### src/mise_pkg.sv
// Opcode, flag and timing constants for the instruction subset executor
package mise_pkg;
  localparam int DATA_W = 8;
  localparam int FADDR_W = 7;
  localparam int PC_W = 10;
  // Instruction subset selector codes (ordinal, fed by the decoder in front)
  typedef enum logic [3:0] {
    OP_NOP = 4'h0,
    OP_MOVE_ACC_TO_FILE = 4'h1,
    OP_SUBROUTINE_EXIT = 4'h2,
    OP_EXIT_WITH_LITERAL = 4'h3,
    OP_ROTATE_LEFT_CARRY = 4'h4,
    OP_ROTATE_RIGHT_CARRY = 4'h5,
    OP_LOW_POWER = 4'h6,
    OP_LITERAL_MINUS_ACC = 4'h7,
    OP_FILE_MINUS_ACC = 4'h8,
    OP_NIBBLE_EXCHANGE = 4'h9,
    OP_XOR_LITERAL_ACC = 4'hA,
    OP_XOR_FILE_ACC = 4'hB
  } mise_op_e;
  localparam logic DEST_ACC = 1'b0;
  localparam logic DEST_FILE = 1'b1;
  localparam logic [7:0] ACC_RESET = 8'h00;
  localparam logic [7:0] WATCHDOG_CLEAR = 8'h00;
  localparam logic [7:0] PRESCALE_CLEAR = 8'h00;
  localparam logic [7:0] FILE_RESET = 8'h00;
  localparam logic TIMEOUT_RESET = 1'b1;
  localparam logic POWERDOWN_RESET = 1'b1;
  localparam int RETURN_CYCLES = 2;
endpackage

### src/mise_file_if.sv
// File register port between executor and file memory
`timescale 1ns/10ps
interface mise_file_if;
  logic [6:0] addr;
  logic [7:0] rdata;
  logic wen;
  logic [7:0] wdata;
  modport core (output addr, output wen, output wdata, input rdata);
  modport mem (input addr, input wen, input wdata, output rdata);
endinterface

### src/mise_file_mem.sv
// File register memory, registered read data
`timescale 1ns/10ps
module mise_file_mem #(
  parameter int DEPTH = 128
) (
  // Clock and reset
  input wire logic clk,
  input wire logic rst,
  // Access port
  mise_file_if.mem port
);
  import mise_pkg::*;
  logic [7:0] mem [DEPTH];
  logic [7:0] rdata_r;
  always_ff @(posedge clk) begin
    if (port.wen) begin
      mem[port.addr] <= port.wdata;
    end
  end
  // Read-before-write so a same-cycle store does not bypass
  always_ff @(posedge clk or posedge rst) begin
    if (rst) begin
      rdata_r <= FILE_RESET;
    end else begin
      rdata_r <= mem[port.addr];
    end
  end
  assign port.rdata = rdata_r;
endmodule // mise_file_mem

### src/mise_exec.sv
// Executor for a subset of an 8-bit core's instructions
`timescale 1ns/10ps
module mise_exec #(
  parameter int PC_WIDTH = mise_pkg::PC_W
) (
  // Clock and reset
  input wire logic clk,
  input wire logic rst,
  // Instruction issue
  input wire mise_pkg::mise_op_e instOp,
  input wire logic [6:0] instFile,
  input wire logic [7:0] instLiteral,
  input wire logic instDest,
  input wire logic instValid,
  output logic instReady,
  // Return stack
  input wire logic [PC_WIDTH-1:0] stackTop,
  output logic stackPop,
  // Program counter load
  output logic [PC_WIDTH-1:0] pcLoadValue,
  output logic pcLoad,
  // Sleep and wake
  input wire logic wakeUp,
  output logic sleeping,
  output logic oscEnable,
  // Architectural state
  output logic [7:0] acc,
  output logic carryFlag,
  output logic halfByteCarry,
  output logic zeroFlag,
  output logic timeoutFlagN,
  output logic powerdownFlagN,
  output logic [7:0] watchdogCount,
  output logic [7:0] watchdogPrescale
);
  import mise_pkg::*;

  typedef enum logic [3:0] {
    ST_ISSUE = 4'b0001,
    ST_FETCH = 4'b0010,
    ST_RETURN = 4'b0100,
    ST_SLEEP = 4'b1000
  } mise_state_e;

  mise_file_if fport ();
  mise_file_mem u_mem (
    .clk(clk),
    .rst(rst),
    .port(fport)
  );

  mise_state_e state_r, state_nxt;
  mise_op_e op_r, op_nxt;
  logic [6:0] file_r, file_nxt;
  logic [7:0] lit_r, lit_nxt;
  logic dest_r, dest_nxt;
  logic [7:0] acc_r, acc_nxt;
  logic c_r, c_nxt, dc_r, dc_nxt, z_r, z_nxt;
  logic tf_r, tf_nxt, pf_r, pf_nxt;
  logic [7:0] wdt_r, wdt_nxt, pre_r, pre_nxt;
  logic [PC_WIDTH-1:0] pc_r, pc_nxt;
  logic pcLoad_r, pcLoad_nxt;
  logic [7:0] operand, result;
  logic [8:0] diff;
  logic [4:0] diffLow;
  logic fileOp;

  // Operations that read a file register need one extra cycle for the registered memory read
  assign fileOp = (instOp == OP_ROTATE_LEFT_CARRY) || (instOp == OP_ROTATE_RIGHT_CARRY)
    || (instOp == OP_FILE_MINUS_ACC) || (instOp == OP_NIBBLE_EXCHANGE)
    || (instOp == OP_XOR_FILE_ACC);

  always_comb begin
    operand = fport.rdata;
    if (op_r == OP_LITERAL_MINUS_ACC || op_r == OP_XOR_LITERAL_ACC) begin
      operand = lit_r;
    end
    // Two's complement add: operand + ~acc + 1, carry out means no borrow
    diff = {1'b0, operand} + {1'b0, ~acc_r} + 9'h001;
    diffLow = {1'b0, operand[3:0]} + {1'b0, ~acc_r[3:0]} + 5'h01;
  end

  always_comb begin
    state_nxt = state_r;
    op_nxt = op_r;
    file_nxt = file_r;
    lit_nxt = lit_r;
    dest_nxt = dest_r;
    acc_nxt = acc_r;
    c_nxt = c_r;
    dc_nxt = dc_r;
    z_nxt = z_r;
    tf_nxt = tf_r;
    pf_nxt = pf_r;
    wdt_nxt = wdt_r;
    pre_nxt = pre_r;
    pc_nxt = pc_r;
    pcLoad_nxt = 1'b0;
    result = 8'h00;
    fport.addr = instFile;
    fport.wen = 1'b0;
    fport.wdata = acc_r;
    stackPop = 1'b0;
    instReady = 1'b0;
    case (state_r)
      ST_ISSUE: begin
        instReady = 1'b1;
        if (instValid) begin
          op_nxt = instOp;
          file_nxt = instFile;
          lit_nxt = instLiteral;
          dest_nxt = instDest;
          case (instOp)
            OP_MOVE_ACC_TO_FILE: begin
              fport.wen = 1'b1;
            end
            OP_SUBROUTINE_EXIT: begin
              stackPop = 1'b1;
              pc_nxt = stackTop;
              pcLoad_nxt = 1'b1;
              state_nxt = ST_RETURN;
            end
            OP_EXIT_WITH_LITERAL: begin
              stackPop = 1'b1;
              pc_nxt = stackTop;
              pcLoad_nxt = 1'b1;
              acc_nxt = instLiteral;
              state_nxt = ST_RETURN;
            end
            OP_LOW_POWER: begin
              wdt_nxt = WATCHDOG_CLEAR;
              pre_nxt = PRESCALE_CLEAR;
              tf_nxt = 1'b1;
              pf_nxt = 1'b0;
              state_nxt = ST_SLEEP;
            end
            OP_LITERAL_MINUS_ACC, OP_XOR_LITERAL_ACC: begin
              state_nxt = ST_FETCH;
            end
            default: begin
              if (fileOp) begin
                state_nxt = ST_FETCH;
              end
            end
          endcase
        end
      end
      ST_FETCH: begin
        fport.addr = file_r;
        state_nxt = ST_ISSUE;
        case (op_r)
          OP_ROTATE_LEFT_CARRY: begin
            result = {operand[6:0], c_r};
            c_nxt = operand[7];
          end
          OP_ROTATE_RIGHT_CARRY: begin
            result = {c_r, operand[7:1]};
            c_nxt = operand[0];
          end
          OP_LITERAL_MINUS_ACC, OP_FILE_MINUS_ACC: begin
            result = diff[7:0];
            c_nxt = diff[8];
            dc_nxt = diffLow[4];
            z_nxt = (diff[7:0] == 8'h00);
          end
          OP_NIBBLE_EXCHANGE: begin
            result = {operand[3:0], operand[7:4]};
          end
          OP_XOR_LITERAL_ACC, OP_XOR_FILE_ACC: begin
            result = operand ^ acc_r;
            z_nxt = (result == 8'h00);
          end
          default: begin
            result = acc_r;
          end
        endcase
        // Literal forms always land in the accumulator
        if (op_r == OP_LITERAL_MINUS_ACC || op_r == OP_XOR_LITERAL_ACC
            || dest_r == DEST_ACC) begin
          acc_nxt = result;
        end else begin
          fport.wen = 1'b1;
          fport.wdata = result;
        end
      end
      ST_RETURN: begin
        // Second cycle of a return slot, no effect
        state_nxt = ST_ISSUE;
      end
      ST_SLEEP: begin
        if (wakeUp) begin
          state_nxt = ST_ISSUE;
        end
      end
      default: begin
        state_nxt = ST_ISSUE;
      end
    endcase
  end

  always_ff @(posedge clk or posedge rst) begin
    if (rst) begin
      state_r <= ST_ISSUE;
      op_r <= OP_NOP;
      file_r <= 7'h00;
      lit_r <= 8'h00;
      dest_r <= DEST_ACC;
      acc_r <= ACC_RESET;
      c_r <= 1'b0;
      dc_r <= 1'b0;
      z_r <= 1'b0;
      tf_r <= TIMEOUT_RESET;
      pf_r <= POWERDOWN_RESET;
      wdt_r <= WATCHDOG_CLEAR;
      pre_r <= PRESCALE_CLEAR;
      pc_r <= '0;
      pcLoad_r <= 1'b0;
    end else begin
      state_r <= state_nxt;
      op_r <= op_nxt;
      file_r <= file_nxt;
      lit_r <= lit_nxt;
      dest_r <= dest_nxt;
      acc_r <= acc_nxt;
      c_r <= c_nxt;
      dc_r <= dc_nxt;
      z_r <= z_nxt;
      tf_r <= tf_nxt;
      pf_r <= pf_nxt;
      wdt_r <= wdt_nxt;
      pre_r <= pre_nxt;
      pc_r <= pc_nxt;
      pcLoad_r <= pcLoad_nxt;
    end
  end

  assign acc = acc_r;
  assign carryFlag = c_r;
  assign halfByteCarry = dc_r;
  assign zeroFlag = z_r;
  assign timeoutFlagN = tf_r;
  assign powerdownFlagN = pf_r;
  assign watchdogCount = wdt_r;
  assign watchdogPrescale = pre_r;
  assign pcLoadValue = pc_r;
  assign pcLoad = pcLoad_r;
  assign sleeping = (state_r == ST_SLEEP);
  assign oscEnable = (state_r != ST_SLEEP);
endmodule // mise_exec

### config.mk
export PLATFORM = sky130hd
export DESIGN_NAME = mise_exec
export DESIGN_NICKNAME = d
export VERILOG_FILES = /design/src/mise_pkg.sv /design/src/mise_file_if.sv /design/src/mise_file_mem.sv /design/src/mise_exec.sv
export SDC_FILE = /design/constraint.sdc
export NUM_CORES = 1
export LEC_CHECK = 0
export BUFFER_PORTS_ARGS = -buffer_cell sky130_fd_sc_hd__buf_2
export CAP_MARGIN = 25
export CORE_MARGIN = 8
export CORE_UTILIZATION = 45
export DETAILED_ROUTE_END_ITERATION = 10
export GPL_ROUTABILITY_DRIVEN = 0
export HOLD_SLACK_MARGIN = 0.03
export PLACE_DENSITY_LB_ADDON = 0.05
export SLEW_MARGIN = 20
export SYNTH_ARGS = -nofsm -noshare
export SYNTH_HDL_FRONTEND = slang
export SYNTH_SLANG_ARGS = --single-unit
### constraint.sdc
create_clock -name clk -period 8.32 [get_ports clk]
set_clock_uncertainty 0.2 [all_clocks]
set_input_delay 1.248 -clock clk [delete_from_list [all_inputs] [get_ports clk]]
set_output_delay 1.248 -clock clk [all_outputs]
set_load 0.01 [all_outputs]
Word level (Yosys, flattened, before mapping)

Memories as Yosys holds them, arrays and structs flattened. A register that Yosys moved wholly into a read port is not among the register bits.
Cells that the tools add are included.

Add/subtract/negate cells: 4
Equality and inequality tests: 28
Mux-type cells: 26
Bitwise operators: 4
Reductions and logical operators: 23

Operators by type and width:

| operator                                             | count |
|---|---|
| two-way mux 8 bit                                    | 6 |
| one-hot mux 8 bit (5 select lines)                   | 1 |
| equality test 4 bit (second input constant)          | 9 |
| equality test 4 x 3 -> 1 bit (second input constant) | 7 |
| logical NOT 8 bit                                    | 2 |
| one-hot mux 4 bit (4 select lines)                   | 1 |
| one-hot mux 8 bit (2 select lines)                   | 1 |
| equality test 4 x 2 -> 1 bit (second input constant) | 3 |
| two-way mux 4 bit                                    | 3 |
| adder 8 x 8 -> 9 bit                                 | 1 |
| adder 9 x 1 -> 9 bit (second input constant)         | 1 |
| two-way mux 1 bit                                    | 9 |
| equality test 4 x 1 -> 1 bit (second input constant) | 2 |
| inequality test 2 bit (second input constant)        | 4 |
| NOT 8 bit                                            | 1 |
| one-hot mux 4 bit (2 select lines)                   | 1 |
| AND reduction 2 bit                                  | 4 |
| AND reduction 4 bit                                  | 2 |
| OR reduction 2 bit                                   | 4 |
| XOR 8 bit                                            | 1 |
| two-way mux 7 bit                                    | 1 |
| logical OR 1 bit                                     | 6 |
| AND reduction 3 bit                                  | 2 |
| adder 4 x 4 -> 5 bit                                 | 1 |
| other kinds (10)                                     | 12 |

Register bits: 47
Bits in writable memories: 1,024
Word-level logic and storage cells: 98
Memories kept: 1

Memory list:

| memory    | words | width | read ports | clocked after memory_dff | write ports | RTL line            | source |
|---|---|---|---|---|---|---|---|
| u_mem.mem | 128   | 8     | 1          | 1                        | 1           | mise_file_mem.sv:13 | `logic [7:0] mem [DEPTH];` |

Logic depth before layout (Yosys ltp)

Word-level depth: 9
Depth in mapped cells: 13

By module

From an unflattened synthesis, not the netlist that was laid out.

Cells, all modules: 2,856
Area, all modules: 43,789.5 µm²

By module, submodules not included:

| module        | times used | cells an instance | area an instance (µm²) |
|---|---|---|---|
| mise_file_mem | 1          | 2,448             | 40,309.9 |
| mise_exec     | 1          | 408               | 3,479.6 |

Least setup slack after synthesis

No wires, ideal clock.

Path kind: reg-to-reg
From: reg op_r[3]
To: mem u_mem.mem[0][2], data pin
Library setup time: 1.198 ns
Data arrival time: 6.541 ns
Setup slack: 0.381 ns
Stages on the path, launching flop included: 8
Buffers on the path: 3
Period minus slack after synthesis: 7.939 ns
Cell sequence: dfrtp_1 -> clkbuf_1 -> nor3b_1 -> o21ai_1 -> and3_1 -> buf_2 -> clkbuf_1 -> o21ai_0

Longest elaborated chain between the ends: 8

RTL lines:

| element                                                             | RTL line                                            | source |
|---|---|---|
| start: declaration                                                  | mise_exec.sv:53                                     | `mise_op_e op_r, op_nxt;` |
| start signal: assignment                                            | mise_exec.sv:220                                    | `op_r <= op_nxt;` |
| equality test 4 x 3 -> 1 bit or equality test 4 bit (tied branches) | mise_exec.sv:75, mise_exec.sv:151, mise_exec.sv:178 |  |
| logical OR 1 bit                                                    | mise_exec.sv:75, mise_exec.sv:178                   |  |
| two-way mux 8 bit                                                   | mise_exec.sv:75                                     | `if (op_r == OP_LITERAL_MINUS_ACC \|\| op_r == OP_XOR_LITERAL_ACC) begin` |
| adder 8 x 8 -> 9 bit                                                | mise_exec.sv:79                                     | `diff = {1'b0, operand} + {1'b0, ~acc_r} + 9'h001;` |
| adder 9 x 1 -> 9 bit                                                | mise_exec.sv:79                                     |  |
| one-hot mux 8 bit (5 select lines)                                  | mise_exec.sv:151                                    | `case (op_r)` |
| two-way mux 8 bit *                                                 | mise_exec.sv:178                                    | `if (op_r == OP_LITERAL_MINUS_ACC \|\| op_r == OP_XOR_LITERAL_ACC` |
| two-way mux 8 bit *                                                 | mise_exec.sv:105                                    | `case (state_r)` |
| named net fport.wdata[2]                                            | mise_file_if.sv:7                                   | `logic [7:0] wdata;` |
| end: declaration                                                    | mise_file_mem.sv:13                                 |  |

Mark *: on every way through the listed nets, which the timed path passes. The rest lies on a longest branch.

Final worst setup path

From: reg op_r[0]
To: mem u_mem.mem[37][7], data pin

Same word-level chain as after synthesis.

==> summary.txt <==
Outcome
  – Run status: complete, no violations

GRT
  – Total Routing Usage GR: 0.1995
  – Initial antenna violation count: 1
  – First-pass GRT wire length: between 150000 and 200000 um
  – Grt ovf: 0
  – Largest net degree at the start of global routing: 131
  – Vias in the first global route: roughly 23000

Synthesis
  – Synth cell types: 64
  – Post-synth top area cell: edfxtp_1
  – Avg Inst Size Synth: ~16 um2
  – Commonest cells post-synth: edfxtp_1 (1024), mux2i_1 (518), o22ai_1 (256)
  – Post-synthesis sequential area ratio: 0.7398
  – Synth Flop Type: edfxtp_1
  – Yosys top cell area share: 0.7081
  – Post-synth EDFFs: 1024
  – Post-synthesis register bit count: 1079
  – Synth warn: 0
  – Cell with the most instances after synthesis: edfxtp_1
  – Top post-synthesis cells by area: edfxtp_1 (71%), mux2i_1 (12%), o22ai_1 (3.7%)
  – Mapped Area: approximately 43000 um2
  – Synthesized netlist cell count: 2692
  – Ys async rst share: 0.05097

Worst hold path
  – Startpoint of the worst hold path: dest_r
  – Type of the most critical hold path: reg2reg

Place
  – Detail Placement HPWL: 63610 um
  – Port buffer count: 60
  – Place WS: around 2300 ps

STA
  – F_max: ~180 MHz
  – Post-layout minimum cycle time: about 5700 ps
  – Sum Neg Setup Slack: 0 ps
  – Slew margin rel.: 0.2658
  – Final Slew Violations: 0
  – RSZ-0062 raised after global routing: no
  – Worst slew pin tran: 1096 ps
  – Hold Vio Cnt, Final: 0
  – Final setup fails: 0
  – Final Worst Setup Slack: 2636 ps
  – Final Cycle Share: 0.6832

Floorplanning
  – Starting Density: 0.4517
  – Top Ports: slightly below 80
  – Chip width: 326.7 um
  – DIE HEIGHT: 326.7 um
  – # rows: about 110
  – Core ar.: 96140 um2
  – Die footprint: 106700 um2

Worst setup path
  – Critical Path Source Type: register
  – Reg-to-reg startpoint: op_r[0]
  – Worst-path fanout max: 68
  – Critical path origin: op_r[0]
  – Flop-to-flop setup slack: 2640 ps
  – Critical path class: reg2reg
  – Crit path arrival time: 5860 ps
  – Worst R2R Path Depth: 13
  – CP endpoint kind: register
  – Reg2reg end: u_mem.mem[37][7]
  – Crit path capture: u_mem.mem[37][7]
  – Worst Path Required: about 8500 ps

Pwr
  – Final Power: 13890 uW
  – Maximum VDD drop: 0.1691 mV
  – Power Dens Cells: 284.0 nW/um2
  – LEAKAGE: between 0.015 and 0.02 uW

Clocking
  – Postcts setup bufs: 0
  – Clk root buf: clkbuf_16
  – Maximum clock path buffer count: 3
  – Hold_buf cts: 0
  – Clk slew on worst S/H paths: ~60 ps
  – Total clock buffers created by CTS: between 100 and 150
  – Post-CTS Resized: 0
  – Clk sink count: 1079
  – H-Tree Level Count: 3
  – CTS tree: built
  – Worst-skew pair later-pin latency: slightly below 700 ps

Layout
  – Fill count: approximately 8000
  – Reg area: 32130 um2
  – Area Growth Syn to Fin: 12.61%
  – Layout cells sized above 1: 0.1122
  – Multi-input gate area: between 10000 and 15000 um2
  – Fin nets: 2789

Drt
  – Routed Antenna Nets: 0
  – Wire per inst: roughly 27 um
  – DR DRC count: 0
  – Vias/cell: between 5 and 6
  – Routed vias: between 20000 and 25000
  – Drt total wl: 109300 um
  – DR iter-0 viols: between 1500 and 2000
  – First-pass DRT Iterations: 5

Job
  – Max Cap Viol: 0
[per-stage QoR]
| step | area, um2 | hold WS, ps | instances | utilization |
|---|---|---|---|---|
| floorplan | 43480 | 237.4 | 2707 | - |
| global placement | 45020 | 283.5 | 3899 | 0.4683 |
| detailed placement | 45070 | 275.9 | 3903 | 0.4688 |
| CTS | 48860 | 296.1 | 4117 | 0.5082 |
| global route | 48900 | 309.7 | 4120 | 0.5087 |
| finish | 48900 | 294.5 | 4121 | 0.5087 |
[sequential cells by signal (all words and copies together), names as in the netlist, 4 cells and up]
signal            count
u_mem.port.rdata      8
op_r                  4
lit_r                 8
state_r               4
file_r                7
u_mem.mem          1024
pcLoadValue          10
acc                   8
[cells in the final DEF, fill, tap and decap left out, drive strengths merged, types with 16 or more instances in the layout]
cell type and count:
clkinv 65, o21ai 162, a21oi 21, conb 17, edfxtp 1024, inv 21
dfrtp 53, a41oi 34, clkbuf 130, o22ai 256, nor2 156, bufinv 16
mux2i 518, buf 108, nand2 93, mux2 20
[cells by family after synthesis]
group / share of synthesized area
AOI/OAI and AO/OA: 0.07408
xor gates and xnor gates: 0.0006052
adders and majority gates: 0.003054
buffers and inverters: 0.02319
DFF: 0.7398
muxes: 0.1246
other: 0.0001729
and+or+nand+nor: 0.03449
[report_power, final]
part,internal [uW],switching (uW),leakage (uW),total (uW)
clock network,3020,2080,0.00187,5100
registers,6760,96.7,0.00986,6860
logic,477,1460,0.00503,1930
[area by class of cell]
| class | count | area share |
|---|---|---|
| clock buffer | 130 | 0.06000 |
| multi-input combinational | 1423 | 0.2147 |
| sequential | 1079 | 0.6570 |
| antenna | 1 | 0.00005117 |
| tap | 1276 | 0.03265 |
| inverter | 20 | 0.001535 |
| timing repair buffer | 108 | 0.01668 |
| clock inverter | 84 | 0.01747 |
[worst max-delay path, stage by stage (launching register included)]
cell and delay, ps:
dfrtp_1 590, and3b_1 270, o21ai_1 700, mux2_2 430, ha_1 310, nor2b_1 140
o21a_1 200, o21a_1 210, o41a_1 390, nor4b_1 270, nor3_1 150, a21oi_4 160
buf_4 510, buf_4 710
[worst min-delay path by stage]
stage	endpoint	cells after the start
after floorplan	dest_r	2
after global placement	lit_r[1]	2
after detailed placement	dest_r	2
after CTS	dest_r	2
after global routing	powerdownFlagN	1
final	dest_r	2
[metal layers]
| metal | wire length, um | track usage |
|---|---|---|
| met2 | 50670 | 0.3129 |
| met5 | 0 | 0 |
| met4 | 2205 | 0.04687 |
| met1 | 49310 | 0.2873 |
| met3 | 7126 | 0.03978 |
Power figures use the tool's default switching activity.
